[src/rtl/ptdg_defines.svh]
// constants for the pwm timebase and duty generator
// Function
// - pwm waveform with up to ten-bit duty
// - zero unit control forces pwm latch low
// - period is (limit+1) times 4 times prescale
// - limit match clears counter, sets pin unless duty is zero, loads
// - postscaler never changes the output period
// - duty: upper eight bits plus control 5:4
// - high time is duty times osc times prescale
// - duty writable anytime, shadow loads on match
// - shadow plus 2-bit latch double buffer
// - pin clears when shadow meets extended counter
// - duty beyond period keeps pin high
// - prescale factors of 1, 4 and 16
`ifndef PTDG_DEFINES_SVH
`define PTDG_DEFINES_SVH

// ----------------------------------------------------------------
// register indices
// ----------------------------------------------------------------
`define PTDG_ADDR_COUNTER 3'h0
`define PTDG_ADDR_PERIOD 3'h1
`define PTDG_ADDR_TB_CTRL 3'h2
`define PTDG_ADDR_DUTY_UP 3'h3
`define PTDG_ADDR_SHADOW 3'h4
`define PTDG_ADDR_UNIT_CTRL 3'h5

// ----------------------------------------------------------------
// field positions
// ----------------------------------------------------------------
`define PTDG_TB_PRESC_LSB 0
`define PTDG_TB_PRESC_MSB 1
`define PTDG_TB_RUN_BIT 2
`define PTDG_TB_POST_LSB 3
`define PTDG_TB_POST_MSB 6
`define PTDG_UC_MODE_LSB 0
`define PTDG_UC_MODE_MSB 3
`define PTDG_UC_DUTY_LSB 4
`define PTDG_UC_DUTY_MSB 5

// ----------------------------------------------------------------
// reset values
// ----------------------------------------------------------------
`define PTDG_RST_COUNTER 8'h00
`define PTDG_RST_PERIOD 8'hff
`define PTDG_RST_TB_CTRL 7'h00
`define PTDG_RST_DUTY_UP 8'h00
`define PTDG_RST_UNIT_CTRL 6'h00

// ----------------------------------------------------------------
// timing counts
// ----------------------------------------------------------------
`define PTDG_OSC_PER_INSTR 4
`define PTDG_PHASE_LAST 2'h3
`define PTDG_LIM_DIV1 4'h0
`define PTDG_LIM_DIV4 4'h3
`define PTDG_LIM_DIV16 4'hf

`endif

[src/rtl/ptdg_pkg.sv]
// types shared by the pwm timebase and duty generator
`default_nettype none
package ptdg_pkg;

  typedef enum {
    PTDG_DIV1,
    PTDG_DIV4,
    PTDG_DIV16
  } ptdg_div_t;

  // prescale select decode, upper select bit dominates
  function automatic ptdg_div_t ptdg_decode_div(input logic [1:0] sel);
    ptdg_div_t d;
    if (sel[1]) begin
      d = PTDG_DIV16;
    end else if (sel[0]) begin
      d = PTDG_DIV4;
    end else begin
      d = PTDG_DIV1;
    end
    return d;
  endfunction

endpackage
`default_nettype wire

[src/rtl/ptdg_tick_if.sv]
// timebase tick bundle between prescaler and generator
`timescale 1ns/1ps
`default_nettype none
interface ptdg_tick_if;
  logic run;
  logic [1:0] presc;
  logic clear;
  logic tick;
  logic step;
  logic [1:0] fine;
  modport gen (input run, input presc, input clear,
               output tick, output step, output fine);
  modport timer (output run, output presc, output clear,
                 input tick, input step, input fine);
endinterface
`default_nettype wire

[src/rtl/ptdg_prescaler.sv]
// quarter-phase counter and timebase prescaler
`timescale 1ns/1ps
`default_nettype none
`include "ptdg_defines.svh"
module ptdg_prescaler
  import ptdg_pkg::*;
(
  // clock and reset
  input wire logic sys_clk_i,
  input wire logic arst_n_i,
  // tick bundle
  ptdg_tick_if.gen tb
);

  logic [1:0] phase_ff;
  logic [3:0] pre_ff;
  logic [3:0] lim;
  logic phase_end;
  ptdg_div_t div;

  // ----------------------------------------------------------------
  // prescale decode
  // ----------------------------------------------------------------
  // select decode
  assign div = ptdg_decode_div(tb.presc);
  always_comb begin
    lim = `PTDG_LIM_DIV1;
    if (div == PTDG_DIV4) begin
      lim = `PTDG_LIM_DIV4;
    end else if (div == PTDG_DIV16) begin
      lim = `PTDG_LIM_DIV16;
    end
  end

  // ----------------------------------------------------------------
  // counters
  // ----------------------------------------------------------------
  assign phase_end = (phase_ff == `PTDG_PHASE_LAST);

  always_ff @(posedge sys_clk_i or negedge arst_n_i) begin
    if (!arst_n_i) begin
      phase_ff <= 2'h0;
    end else if (tb.clear) begin
      phase_ff <= 2'h0;
    end else begin
      phase_ff <= phase_ff + 2'h1;
    end
  end

  // prescaler cleared on timer writes so the next tick is predictable
  always_ff @(posedge sys_clk_i or negedge arst_n_i) begin
    if (!arst_n_i) begin
      pre_ff <= 4'h0;
    end else if (tb.clear) begin
      pre_ff <= 4'h0;
    end else if (tb.run && phase_end) begin
      pre_ff <= (pre_ff >= lim) ? 4'h0 : pre_ff + 4'h1;
    end
  end

  // ----------------------------------------------------------------
  // outputs
  // ----------------------------------------------------------------
  // tick each four times prescale
  assign tb.tick = tb.run && phase_end && (pre_ff >= lim);

  always_comb begin
    tb.fine = phase_ff;
    tb.step = tb.run;
    if (div == PTDG_DIV4) begin
      tb.fine = pre_ff[1:0];
      tb.step = tb.run && phase_end;
    end else if (div == PTDG_DIV16) begin
      tb.fine = pre_ff[3:2];
      tb.step = tb.run && phase_end && (pre_ff[1:0] == 2'h3);
    end
  end
endmodule
`default_nettype wire

[src/rtl/ptdg_top.sv]
// pwm timebase, double-buffered duty and output latch
//
// Strobed register access and the address map are this design's own decisions.
`timescale 1ns/1ps
`default_nettype none
`include "ptdg_defines.svh"
module ptdg_top
  import ptdg_pkg::*;
#(
  parameter int ADDR_W = 3
) (
  // clock and reset
  input wire logic sys_clk_i,
  input wire logic arst_n_i,
  // register port
  input wire logic [ADDR_W-1:0] addr_i,
  input wire logic [7:0] wdata_i,
  input wire logic wr_i,
  input wire logic rd_i,
  output logic [7:0] rdata_o,
  // port direction bit 2, high means input
  input wire logic port_c_direction_i,
  // output pin
  output logic pwm_output_pin_o,
  output logic pwm_output_pin_oe_o,
  // postscaled period event
  output logic period_event_o
);

  // ----------------------------------------------------------------
  // elaboration check
  // ----------------------------------------------------------------
  if (ADDR_W < 3) begin : g_bad_addr
    $error("ADDR_W must be at least 3");
  end

  // ----------------------------------------------------------------
  // declarations
  // ----------------------------------------------------------------
  logic [7:0] counter_ff;
  logic [7:0] period_ff;
  logic [6:0] tb_ctrl_ff;
  logic [7:0] duty_up_ff;
  logic [1:0] duty_lo_ff;
  logic [3:0] mode_ff;
  logic [9:0] shadow_ff;
  logic pin_ff;
  logic [3:0] post_cnt_ff;
  logic event_ff;
  logic [7:0] rdata_ff;
  logic [7:0] nxt_rdata;
  logic [2:0] addr3;
  logic sel_counter;
  logic sel_period;
  logic sel_tb_ctrl;
  logic sel_duty_up;
  logic sel_shadow;
  logic sel_unit_ctrl;
  logic pwm_mode;
  logic wrap;
  logic [9:0] duty_new;
  logic [9:0] pos;
  logic [9:0] pos_inc;
  logic duty_hit;
  logic [3:0] post_lim;

  ptdg_tick_if tb ();

  // ----------------------------------------------------------------
  // prescaler
  // ----------------------------------------------------------------
  assign tb.run = tb_ctrl_ff[`PTDG_TB_RUN_BIT];
  assign tb.presc = tb_ctrl_ff[`PTDG_TB_PRESC_MSB:`PTDG_TB_PRESC_LSB];
  assign tb.clear = wr_i && sel_counter;

  ptdg_prescaler u_presc (
    .sys_clk_i (sys_clk_i),
    .arst_n_i (arst_n_i),
    .tb (tb.gen)
  );

  // ----------------------------------------------------------------
  // address decode
  // ----------------------------------------------------------------
  assign addr3 = addr_i[2:0];
  always_comb begin
    sel_counter = 1'b0;
    sel_period = 1'b0;
    sel_tb_ctrl = 1'b0;
    sel_duty_up = 1'b0;
    sel_shadow = 1'b0;
    sel_unit_ctrl = 1'b0;
    if (addr_i != ADDR_W'(addr3)) begin
      sel_counter = 1'b0;
    end else if (addr3 == `PTDG_ADDR_COUNTER) begin
      sel_counter = 1'b1;
    end else if (addr3 == `PTDG_ADDR_PERIOD) begin
      sel_period = 1'b1;
    end else if (addr3 == `PTDG_ADDR_TB_CTRL) begin
      sel_tb_ctrl = 1'b1;
    end else if (addr3 == `PTDG_ADDR_DUTY_UP) begin
      sel_duty_up = 1'b1;
    end else if (addr3 == `PTDG_ADDR_SHADOW) begin
      sel_shadow = 1'b1;
    end else if (addr3 == `PTDG_ADDR_UNIT_CTRL) begin
      sel_unit_ctrl = 1'b1;
    end
  end

  // ----------------------------------------------------------------
  // control registers
  // ----------------------------------------------------------------
  // period resets to all ones
  always_ff @(posedge sys_clk_i or negedge arst_n_i) begin
    if (!arst_n_i) begin
      period_ff <= `PTDG_RST_PERIOD;
    end else if (wr_i && sel_period) begin
      period_ff <= wdata_i;
    end
  end

  always_ff @(posedge sys_clk_i or negedge arst_n_i) begin
    if (!arst_n_i) begin
      tb_ctrl_ff <= `PTDG_RST_TB_CTRL;
    end else if (wr_i && sel_tb_ctrl) begin
      tb_ctrl_ff <= wdata_i[6:0];
    end
  end

  always_ff @(posedge sys_clk_i or negedge arst_n_i) begin
    if (!arst_n_i) begin
      duty_up_ff <= `PTDG_RST_DUTY_UP;
    end else if (wr_i && sel_duty_up) begin
      duty_up_ff <= wdata_i;
    end
  end

  always_ff @(posedge sys_clk_i or negedge arst_n_i) begin
    if (!arst_n_i) begin
      {duty_lo_ff, mode_ff} <= `PTDG_RST_UNIT_CTRL;
    end else if (wr_i && sel_unit_ctrl) begin
      duty_lo_ff <= wdata_i[`PTDG_UC_DUTY_MSB:`PTDG_UC_DUTY_LSB];
      mode_ff <= wdata_i[`PTDG_UC_MODE_MSB:`PTDG_UC_MODE_LSB];
    end
  end

  assign pwm_mode = (mode_ff[3:2] == 2'h3);

  // ----------------------------------------------------------------
  // timebase counter
  // ----------------------------------------------------------------
  // match is seen on the increment
  assign wrap = tb.tick && (counter_ff == period_ff) && !tb.clear;

  always_ff @(posedge sys_clk_i or negedge arst_n_i) begin
    if (!arst_n_i) begin
      counter_ff <= `PTDG_RST_COUNTER;
    end else if (tb.clear) begin
      counter_ff <= wdata_i;
    end else if (wrap) begin
      counter_ff <= 8'h00;
    end else if (tb.tick) begin
      counter_ff <= counter_ff + 8'h01;
    end
  end

  // ----------------------------------------------------------------
  // duty double buffer
  // ----------------------------------------------------------------
  // upper byte then control bits
  assign duty_new = {duty_up_ff, duty_lo_ff};

  always_ff @(posedge sys_clk_i or negedge arst_n_i) begin
    if (!arst_n_i) begin
      shadow_ff <= 10'h000;
    end else if (wrap) begin
      shadow_ff <= duty_new;
    end
  end

  // ----------------------------------------------------------------
  // output latch
  // ----------------------------------------------------------------
  // position is counter with two fine bits
  assign pos = {counter_ff, tb.fine};
  assign pos_inc = pos + 10'h001;
  // duty past the period never hits
  // clear on the edge that enters the duty position, which makes the
  // high time exactly duty fine steps long
  assign duty_hit = tb.step && (pos_inc == shadow_ff);

  always_ff @(posedge sys_clk_i or negedge arst_n_i) begin
    if (!arst_n_i) begin
      pin_ff <= 1'b0;
    end else if (!pwm_mode) begin
      pin_ff <= 1'b0;
    end else if (wrap) begin
      pin_ff <= (duty_new != 10'h000);
    end else if (duty_hit) begin
      pin_ff <= 1'b0;
    end
  end

  assign pwm_output_pin_o = pin_ff;
  // the pin only drives once software made bit 2 an output
  assign pwm_output_pin_oe_o = pwm_mode && !port_c_direction_i;

  // ----------------------------------------------------------------
  // postscaler
  // ----------------------------------------------------------------
  // divides events, not the period
  assign post_lim = tb_ctrl_ff[`PTDG_TB_POST_MSB:`PTDG_TB_POST_LSB];

  always_ff @(posedge sys_clk_i or negedge arst_n_i) begin
    if (!arst_n_i) begin
      post_cnt_ff <= 4'h0;
    end else if (wr_i && sel_tb_ctrl) begin
      post_cnt_ff <= 4'h0;
    end else if (wrap) begin
      post_cnt_ff <= (post_cnt_ff >= post_lim) ? 4'h0 : post_cnt_ff + 4'h1;
    end
  end

  always_ff @(posedge sys_clk_i or negedge arst_n_i) begin
    if (!arst_n_i) begin
      event_ff <= 1'b0;
    end else begin
      event_ff <= wrap && (post_cnt_ff >= post_lim) &&
                  !(wr_i && sel_tb_ctrl);
    end
  end

  assign period_event_o = event_ff;

  // ----------------------------------------------------------------
  // read path
  // ----------------------------------------------------------------
  always_comb begin
    nxt_rdata = 8'h00;
    if (sel_counter) begin
      nxt_rdata = counter_ff;
    end else if (sel_period) begin
      nxt_rdata = period_ff;
    end else if (sel_tb_ctrl) begin
      nxt_rdata = {1'b0, tb_ctrl_ff};
    end else if (sel_duty_up) begin
      nxt_rdata = duty_up_ff;
    end else if (sel_shadow) begin
      nxt_rdata = shadow_ff[9:2];
    end else if (sel_unit_ctrl) begin
      nxt_rdata = {2'h0, duty_lo_ff, mode_ff};
    end
  end

  // read data stands only in the cycle after the strobe
  always_ff @(posedge sys_clk_i or negedge arst_n_i) begin
    if (!arst_n_i) begin
      rdata_ff <= 8'h00;
    end else if (rd_i) begin
      rdata_ff <= nxt_rdata;
    end else begin
      rdata_ff <= 8'h00;
    end
  end

  assign rdata_o = rdata_ff;
endmodule
`default_nettype wire

[config.mk]
export PLATFORM = sky130hd
export DESIGN_NAME = ptdg_top
export DESIGN_NICKNAME = d
export VERILOG_FILES = /design/src/rtl/ptdg_pkg.sv /design/src/rtl/ptdg_tick_if.sv /design/src/rtl/ptdg_prescaler.sv /design/src/rtl/ptdg_top.sv
export VERILOG_INCLUDE_DIRS = /design/src /design/src/rtl
export SDC_FILE = /design/constraint.sdc
export NUM_CORES = 1
export LEC_CHECK = 0
export BUFFER_PORTS_ARGS = -buffer_cell sky130_fd_sc_hd__buf_2
export CAP_MARGIN = 10
export CELL_PAD_IN_SITES_DETAIL_PLACEMENT = 1
export CELL_PAD_IN_SITES_GLOBAL_PLACEMENT = 2
export CORE_MARGIN = 2
export CORE_UTILIZATION = 39
export DETAILED_ROUTE_END_ITERATION = 7
export GPL_TIMING_DRIVEN = 1
export PLACE_DENSITY = 0.85
export SYNTH_ARGS = -nofsm -noshare
export SYNTH_HDL_FRONTEND = slang
export SYNTH_HIERARCHICAL = 1
export SYNTH_SLANG_ARGS = --single-unit
[constraint.sdc]
create_clock -name sys_clk_i -period 3.4 [get_ports sys_clk_i]
set_input_delay 0.68 -clock sys_clk_i [delete_from_list [all_inputs] [get_ports sys_clk_i]]
set_output_delay 0.68 -clock sys_clk_i [all_outputs]
set_load 0.03 [all_outputs]
-- Word-level counts from Yosys, hierarchy flattened
Index checks and enable logic that the tools add are counted.
- register bits after elaboration: 67
- bits of input ports: 16
- output and inout bits: 11
- logic and storage cells: 104
- add/subtract/negate cells: 5
- order comparisons: 2
- eq/ne operators: 13
- mux-type cells: 49
- reduce and logical (&&, ||, !) cells: 22
- operators with widths (operator ; count):
    two-way mux 8 bit ; 9
    == test 32 x 2 -> 1 bit (second input constant) ; 1
    two-way mux 4 bit ; 8
    two-way mux 1 bit ; 27
    logical AND 1 bit ; 14
    adder 10 x 1 -> 10 bit (second input constant) ; 1
    == test 10 bit ; 1
    nonzero test 10 bit ; 1
    adder 4 x 1 -> 4 bit (second input constant) ; 2
    adder 8 x 1 -> 8 bit (second input constant) ; 1
    == test 2 bit (second input constant) ; 4
    == test 8 bit ; 1
    greater-or-equal comparator 4 bit ; 2
    two-way mux 2 bit ; 4
    == test 3 x 2 -> 1 bit (second input constant) ; 2
    == test 3 bit (second input constant) ; 2
    two-way mux 6 bit ; 1
    nonzero test 2 bit ; 2
    == test 3 x 1 -> 1 bit (second input constant) ; 1
    zero test 1 bit ; 3
    zero test 3 bit ; 1
    inequality test 3 x 1 -> 1 bit (second input constant) ; 1
    nonzero test 3 bit ; 1
    adder 2 x 1 -> 2 bit (second input constant) ; 1

-- Logic depth before layout (Yosys ltp)
Gate-level depths: netlist of run 1.
- depth after elaboration: 14
- mapped depth: 11
- gate-level depth less buffers: 10

-- By module
The synthesis of run 1 kept the hierarchy.
- by module, submodules not included (module ; times used ; cells an instance ; area each (um^2) ; sequential area each (um^2)):
    ptdg_top ; 1 ; 335 ; 3393.3 ; 1536.5
    ptdg_prescaler ; 1 ; 51 ; 464.2 ; 150.1

-- Worst setup path before layout of run 1
OpenSTA, ideal clock, no wires.
- path kind: register to register
- from: reg tb_ctrl_ff[0]
- to: reg post_cnt_ff[3]
- data arrival time: 2.659 ns
- data required time: 3.324 ns
- path slack: 0.665 ns
- cell stages (with the launch flop): 11
- clock period less this slack: 2.735 ns
- cell sequence: dfrtp_1 > or2_1 > ha_1 > nand2b_4 > a2111oi_4 > nor3_1 > inv_1 > nor2_1 > nand3_4 > or3_1 > o21ai_1
- longest elaborated chain between the ends: 10
- ends and longest elaborated chain (what ; RTL line ; text):
    start, declared ; ptdg_top.sv:42 ; logic [6:0] tb_ctrl_ff;
    start signal, assigned ; ptdg_top.sv:124 ; tb_ctrl_ff <= `PTDG_RST_TB_CTRL;
    start signal, assigned ; ptdg_top.sv:126 ; tb_ctrl_ff <= wdata_i[6:0];
    two-way mux 1 bit (*) ; ptdg_pkg.sv:16 ; end else if (sel[0]) begin
    two-way mux 2 bit (*) ; ptdg_pkg.sv:14 ; if (sel[1]) begin
    branches (longest 2 deep; another with == test 32 x 2 -> 1 bit) ; - ;
    two-way mux 4 bit (*) ; ptdg_prescaler.sv:28 ; if (div == PTDG_DIV4) begin
    greater-or-equal comparator 4 bit (*) ; ptdg_prescaler.sv:65 ; assign tb.tick = tb.run && phase_end && (pre_ff >= lim);
    logical AND 1 bit (*) ; ptdg_prescaler.sv:65 ;
    net tb.tick ; ptdg_tick_if.sv:8 ; logic tick;
    logical AND 1 bit (*) (2 in a row) ; ptdg_top.sv:153 ; assign wrap = tb.tick && (counter_ff == period_ff) && !tb.clear;
    nonzero test 2 bit (no line) (*) ; - ;
    end signal, assigned ; ptdg_top.sv:220 ; post_cnt_ff <= (post_cnt_ff >= post_lim) ? 4'h0 : post_cnt_ff + 4'h1;
    end, declared ; ptdg_top.sv:48 ; logic [3:0] post_cnt_ff;
Mark *: on every way through the listed nets, which the timed path passes.
A chain may end at the register's enable or synchronous reset.

-- Final worst setup path of run 1
- from: reg tb_ctrl_ff[1]
- to: reg shadow_ff[3]
- longest elaborated chain between the ends: 8
- ends and longest elaborated chain (what ; RTL line ; text):
    two-way mux 2 bit (*) ; ptdg_pkg.sv:14 ;
    branches (longest 2 deep; another with == test 32 x 2 -> 1 bit) ; - ;
    two-way mux 4 bit (*) ; ptdg_prescaler.sv:28 ;
    greater-or-equal comparator 4 bit (*) ; ptdg_prescaler.sv:65 ;
    logical AND 1 bit (*) ; ptdg_prescaler.sv:65 ;
    net tb.tick ; ptdg_tick_if.sv:8 ;
    logical AND 1 bit (*) (2 in a row) ; ptdg_top.sv:153 ;
    end signal, assigned ; ptdg_top.sv:177 ; shadow_ff <= duty_new;
    end, declared ; ptdg_top.sv:46 ; logic [9:0] shadow_ff;
Marked as above.

==> results of run 1 <==
## cell usage after synthesis (3+ instances only)
library cell | count | area share (%)
dfrtp_1 | 59 | 38
nand2_1 | 38 | 3.7
mux2_2 | 35 | 10
nor2_1 | 24 | 2.3
o21ai_0 | 20 | 2.6
a21oi_1 | 18 | 2.3
nand3_1 | 18 | 2.3
xor2_1 | 15 | 3.4
ha_1 | 13 | 4.2
inv_1 | 13 | 1.3
clkbuf_1 | 12 | 1.2
dfstp_2 | 8 | 5.4
mux2i_1 | 8 | 2.1
nor3_1 | 8 | 1.0
a31oi_1 | 7 | 1.1
xnor2_1 | 7 | 1.6
buf_2 | 5 | 0.65
o21ai_1 | 5 | 0.65
and3_1 | 4 | 0.65
nand2b_1 | 4 | 0.65
nor2b_1 | 4 | 0.65
nor4_1 | 4 | 0.65
a211oi_1 | 3 | 0.58
o211ai_1 | 3 | 0.58
o21a_1 | 3 | 0.58
o221a_2 | 3 | 0.88
o22ai_1 | 3 | 0.49
## cell families after synthesis
kind of cell / Yosys count / share of synthesized area, %
AOI/OAI and AO/OA: 86 / 15.0
xor gates and xnor gates: 22 / 5.00
adders and majority gates: 13 / 4.22
buffers and inverters: 35 / 3.57
DFF: 67 / 43.7
muxes: 43 / 12.3
and+or+nand+nor: 120 / 16.2
## metrics by stage
step / instance area (sq um) / power [mW] / hold WS (ns) / util (%)
after global placement: 4140 / 1.89 / 0.450 / 42.8
after CTS: 4320 / 2.55 / 0.292 / 44.6
after detailed placement: 4140 / 1.92 / 0.454 / 42.8
after floorplan: 3860 / 1.68 / 0.384 / -
after global routing: 4320 / 2.70 / 0.304 / 44.6
final: 4320 / 2.53 / 0.280 / 44.6
## how the worst min path moves through the flow
stage / end / start / slack (ns) / cells after the start
2_1_floorplan: counter_ff[0]$_DFFE_PN0P_ / arst_n_i / 0.38 / 0
3_3_place_gp: u_presc/phase_ff[0]$_DFF_PN0_ / u_presc/phase_ff[0]$_DFF_PN0_ / 0.45 / 1
3_5_place_dp: u_presc/phase_ff[0]$_DFF_PN0_ / u_presc/phase_ff[0]$_DFF_PN0_ / 0.45 / 1
4_1_cts: u_presc/pre_ff[1]$_DFFE_PN0P_ / arst_n_i / 0.29 / 1
5_1_grt: u_presc/pre_ff[1]$_DFFE_PN0P_ / arst_n_i / 0.30 / 1
6_report: u_presc/pre_ff[1]$_DFFE_PN0P_ / arst_n_i / 0.28 / 1
## state kept, by name, summed over array words and instances, names as in the netlist, 2 cells and up
signal	count
counter_ff	8
duty_lo_ff	2
duty_up_ff	8
mode_ff	4
period_ff	8
post_cnt_ff	4
rdata_o	8
shadow_ff	10
tb_ctrl_ff	7
u_presc/phase_ff	2
u_presc/pre_ff	4
## metal layers
layer	routed length (microns)	vias up	part of all wire [%]
met5	0	-	0
met4	197	0	1.8
met3	284	16	2.6
met2	5350	46	50
met1	4960	1574	46
li1	-	1445	-
## power by group through the flow
stage	registers (mW)	clock network (mW)	logic, mW
2_1_floorplan	1.06	0	0.619
3_3_place_gp	1.15	0	0.741
3_5_place_dp	1.15	0	0.767
4_1_cts	1.14	0.646	0.770
5_1_grt	1.17	0.680	0.852
6_report	1.14	0.632	0.764
## cell type report
class	count	share of cell area [%]
Multi-Input combinational cell	284	47.1
Tap cell	133	3.85
Inverter	16	1.39
Clock inverter	3	0.927
Timing Repair Buffer	35	4.58
Clock buffer	12	3.13
Sequential cell	67	39.0
## worst max-delay path: cells and delay by family, from the launching register on
kind / cells / cell delay, ns
buffers and inverters: 2 / 0.33
and+or+nand+nor: 5 / 0.89
muxes: 1 / 0.35
AOI/OAI and AO/OA: 1 / 0.49
adders and majority gates: 1 / 0.29
DFF: 1 / 0.47
==> out/qor.csv, run 1 <==
metric,value,unit
switching_share,36.4,%
cts_resized,0,
syn-num-nets,415,
drive_above_1_share,24.0,%
p_sw,0.923,mW
r2r_start,tb_ctrl_ff[1]$_DFFE_PN0P_,
met2_usage,36.8,%
dieHeight,103,microns
diodes,0,
cts_hold_buffers,0,
antenna_found_initial,0,
period_share,86.4,%
seq_area_frac_synth,43.7,%
synth_area,0.00386,sq mm
vias_per_cell,5.60,
syn_to_final_growth,12.0,%
rsz0062_at_grt,false,
met1_usage,27.5,%
ff_latch_area,0.00169,sq mm
overflow,0,
htreeDepth,3,
max-slew-margin-rel,66.5,%
grt_pass1_wl,16800,microns
p_comb_share,30.1,%
yosys_warnings,6,
post_synth.cell_area_avg,9.99,sq um
cp_data_required_time,3.64,ns
setup.worst_path.end,shadow_ff[3]$_DFFE_PN0P_,
synth_flop_cell,dfrtp_1,
power.share.clock,24.9,%
slowest_delay,0.49,ns
power_density,587,mW/mm^2
io_pins,27,
core_area,0.00968,sq mm
cts_setup_buffers,0,
pre_cts_ws,0.486,ns
clk_path_buf_depth,2,
seqPwrFrac,44.9,%
min_period,2.94,ns
tritoncts,done,
worstPathMaxFanout,19,
vias,3081,
p_leak,1.89,nW
ir_worst_vdd,0.179,mV
fill_cells,1122,
wl_per_cell,19.6,microns
clkSlewWorstSetupHoldPaths,0.07,ns
start_util,39.8,%
rrSetupSlack,0.46,ns
dr.pass1.iters,4,
fmax,341,MHz
track_usage,21.5,%
p_int,1.61,mW
fp-row-count,36,
clk_latency,0.35,ns
synth_cell_types,57,
hold_viol,0,
die_x,103,microns
start_kind,register,
worstMarginPinSlew,0.497,ns
wirelength,10800,microns
ys_ff_latch,67,
die_area,0.0107,sq mm
gp_congestion,0.868,
multi_input_area,0.00203,sq mm
grt_util_met3,3.16,%
finalSetupTns,0,ns
dp_hpwl,8170,microns
cts_sinks,67,
cap_viol_max_count,0,
reg2reg_to,shadow_ff[3]$_DFFE_PN0P_,
cp-end-kind,register,
final_cell_mix,"59 x dfrtp_1, 38 x nand2_1, 35 x mux2_2, 26 x buf_2, 24 x nor2_1",
dp_cells,535,
drv_slew,0,
skew,0.00868,ns
top_usage_layer,met2,
synth_cells,386,
root_buffer,clkbuf_8,
synth_edf_count,0,
worst_path_max_delay_cell,a2111oi_4,
io_buffer_count,26,
drc,0,
setup_viol,0,
finalNonFillerCells,550,
hold_class,input port to asynchronous set/reset pin,
outcome,"finished, final reports clean",
async_flop_share,100,%
critical_path.cell_chain,or2_1 > ha_1 > nand2b_4 > a2111oi_4 > nor3_1 > inv_1 > nor2_1 > nand3_4 > buf_4 > mux2_2,
finalNetCount,442,
drtIter0Drc,109,
first_global_vias,3158,
cts_buffers,9,
fin_ws,0.464,ns
ant_nets,0,
arrival,3.17,ns
grt_max_degree,28,
mostFrequentLayoutCell,dfrtp_1,
criticalPathCategory,register to register,
ff2ff_path_depth,10,
startpoint,tb_ctrl_ff[1]$_DFFE_PN0P_,
Note: power is estimated with default switching activity, not from simulation.
==> run 2, diff against run 1 <==
--- a/config.mk
+++ b/config.mk
@@ -11,10 +11,10 @@
 export CELL_PAD_IN_SITES_DETAIL_PLACEMENT = 1
 export CELL_PAD_IN_SITES_GLOBAL_PLACEMENT = 2
 export CORE_MARGIN = 2
-export CORE_UTILIZATION = 39
+export CORE_UTILIZATION = 37
 export DETAILED_ROUTE_END_ITERATION = 7
 export GPL_TIMING_DRIVEN = 1
-export PLACE_DENSITY = 0.85
+export PLACE_DENSITY = 0.82
 export SYNTH_ARGS = -nofsm -noshare
 export SYNTH_HDL_FRONTEND = slang
 export SYNTH_HIERARCHICAL = 1
==> run 2 against run 1 <==
Register-to-register slack worse by 0.09 ns. Non-clock buffer count down 3. Clock skew up 0.0044 ns. Sequential cell count unchanged. Fmax down 2.8%. First-iteration DRC count up 32%. Sequential share of layout area up 0.31 points. Sequential power about the same. Design area down 0.78%. Worst hold slack better by 0.14 ns. Power down 1.8%. Critical path type unchanged.
==> out/qor.csv, run 2 (same netlist as run 1, synthesis figures left out) <==
metric,value,unit,change
outcome,"finished, final reports clean",,unchanged
dieHeight,106,microns,was 103 microns
fp-row-count,37,,was 36
place_area,0.00413,sq mm,was 0.00414 sq mm
grt_max_degree,36,,was 28
grt_pass1_wl,17500,microns,was 16800 microns
gp_congestion,0.852,,was 0.868
hold_class,input port to asynchronous set/reset pin,,unchanged
tritoncts,done,,unchanged
critical_path.cell_chain,or2_1 > ha_1 > nand2b_4 > a2111oi_4 > nor3_1 > inv_1 > nor2_1 > nand3_4 > or3_1 > o21ai_1,,was or2_1 > ha_1 > nand2b_4 > a2111oi_4 > nor3_1 > inv_1 > nor2_1 > nand3_4 > buf_4 > mux2_2
worst-path-buf-inv,1,,was 2
criticalPathCategory,register to register,,unchanged
overflow,0,,unchanged
design_area,0.00429,sq mm,was 0.00432 sq mm
first_global_vias,3200,,was 3158
start_util,37.7,%,was 39.8%
track_usage,20.7,%,was 21.5%
setup_viol,0,,unchanged
hold_viol,0,,unchanged
die_area,0.0113,sq mm,was 0.0107 sq mm
cp_data_required_time,3.68,ns,was 3.64 ns
wirelength,10900,microns,was 10800 microns
cts_buffers,9,,unchanged
drv_slew,0,,unchanged
clk_path_buf_depth,2,,unchanged
cts_sinks,67,,unchanged
top_register,shadow_ff,,unchanged
finalSetupTns,0,ns,unchanged
rsz0062_at_grt,false,,unchanged
largest_reg_flops,10,,unchanged
mostFrequentLayoutCell,dfrtp_1,,unchanged
min_period,3.02,ns,was 2.94 ns
diodes,0,,unchanged
power_density,581,mW/mm^2,was 587 mW/mm^2
skew,0.0131,ns,was 0.00868 ns
fill_cells,1148,,was 1122
drtIter0Drc,144,,was 109
final_cell_mix,"59 x dfrtp_1, 38 x nand2_1, 35 x mux2_2, 26 x buf_2, 24 x nor2_1",,unchanged
core_area,0.0102,sq mm,was 0.00968 sq mm
cap_viol_max_count,0,,unchanged
max-slew-margin-rel,44.5,%,was 66.5%
clk_latency,0.36,ns,was 0.35 ns
wl_per_cell,19.8,microns,was 19.6 microns
cts_hold_buffers,0,,unchanged
start_kind,register,,unchanged
antenna_found_initial,0,,unchanged
cp-end-kind,register,,unchanged
cts_resized,0,,unchanged
critPathTopFamily,simple AND/OR/NAND/NOR gates,,unchanged
drive_above_1_share,24.1,%,was 24.0%
period_share,88.9,%,was 86.4%
ir_worst_vdd,0.187,mV,was 0.179 mV
ant_nets,0,,unchanged
syn_to_final_growth,11.1,%,was 12.0%
clkSlewWorstSetupHoldPaths,0.08,ns,was 0.07 ns
worstPathMaxFanout,27,,was 19
dr.pass1.iters,4,,unchanged
arrival,3.31,ns,was 3.17 ns
drc,0,,unchanged
vias_per_cell,5.53,,was 5.60
cts_setup_buffers,0,,unchanged
slowest_delay,0.51,ns,was 0.49 ns
die_x,106,microns,was 103 microns
io_pins,27,,unchanged
p_leak,1.87,nW,was 1.89 nW
worst_path_max_delay_cell,or3_1,,was a2111oi_4
fmax,331,MHz,was 341 MHz
finalNetCount,439,,was 442
io_buffer_count,26,,unchanged
worstMarginPinSlew,0.833,ns,was 0.497 ns
htreeDepth,3,,unchanged
vias,3046,,was 3081
dp_hpwl,8100,microns,was 8170 microns
root_buffer,clkbuf_8,,unchanged
run 2: where the power goes:
group	switching (mW)	leakage (nW)	internal, mW
Sequential	0.199	0.823	0.946
Combinational	0.434	0.958	0.330
Clock	0.320	0.0856	0.258
run 2: path summary, 6_finish.rpt:
path / endpoint / depth (start not counted) / startpoint / slack, ns
max: post_cnt_ff[3]$_DFFE_PN0P_ / 10 / tb_ctrl_ff[1]$_DFFE_PN0P_ / 0.38
min: u_presc/pre_ff[1]$_DFFE_PN0P_ / 1 / arst_n_i / 0.42
max reg2reg: post_cnt_ff[3]$_DFFE_PN0P_ / 10 / tb_ctrl_ff[1]$_DFFE_PN0P_ / 0.38
min reg2reg: u_presc/phase_ff[0]$_DFF_PN0_ / 1 / u_presc/phase_ff[0]$_DFF_PN0_ / 0.47
max in group asynchronous: period_ff[2]$_DFFE_PN1P_ / 2 / arst_n_i / 2.14
min in group sys_clk_i: u_presc/phase_ff[0]$_DFF_PN0_ / 1 / u_presc/phase_ff[0]$_DFF_PN0_ / 0.47
run 2: area by class of cell:
class | instances | area, sq um | share of cell area (%)
Inverter | 16 | 60.1 | 1.40
Clock buffer | 10 | 128 | 2.98
Tap cell | 136 | 170 | 3.97
Timing Repair Buffer | 32 | 175 | 4.09
Multi-Input combinational cell | 284 | 2030 | 47.4
Clock inverter | 6 | 32.5 | 0.759
Sequential cell | 67 | 1690 | 39.4
run 2: through the flow:
step                      hold slack, ns  instances  setup WS (ns)  utilization [%]  total power, mW
after floorplan                    0.384        386          0.665                -             1.68
after global placement             0.450        535          0.508             40.3             1.89
after detailed placement           0.473        535          0.362             40.3             1.92
after CTS                          0.439        551          0.362             41.9             2.50
after global routing               0.466        551          0.119             41.9             2.65
final                              0.416        551          0.377             41.9             2.49
run 2: per-layer routing:
layer	vias to the layer above	GRT usage, %	routed length (microns)
met1	1556	26.3	4980
met2	32	35.2	5510
li1	1445	-	-
met4	0	6.86	162
met3	13	4.05	269
met5	-	0	0
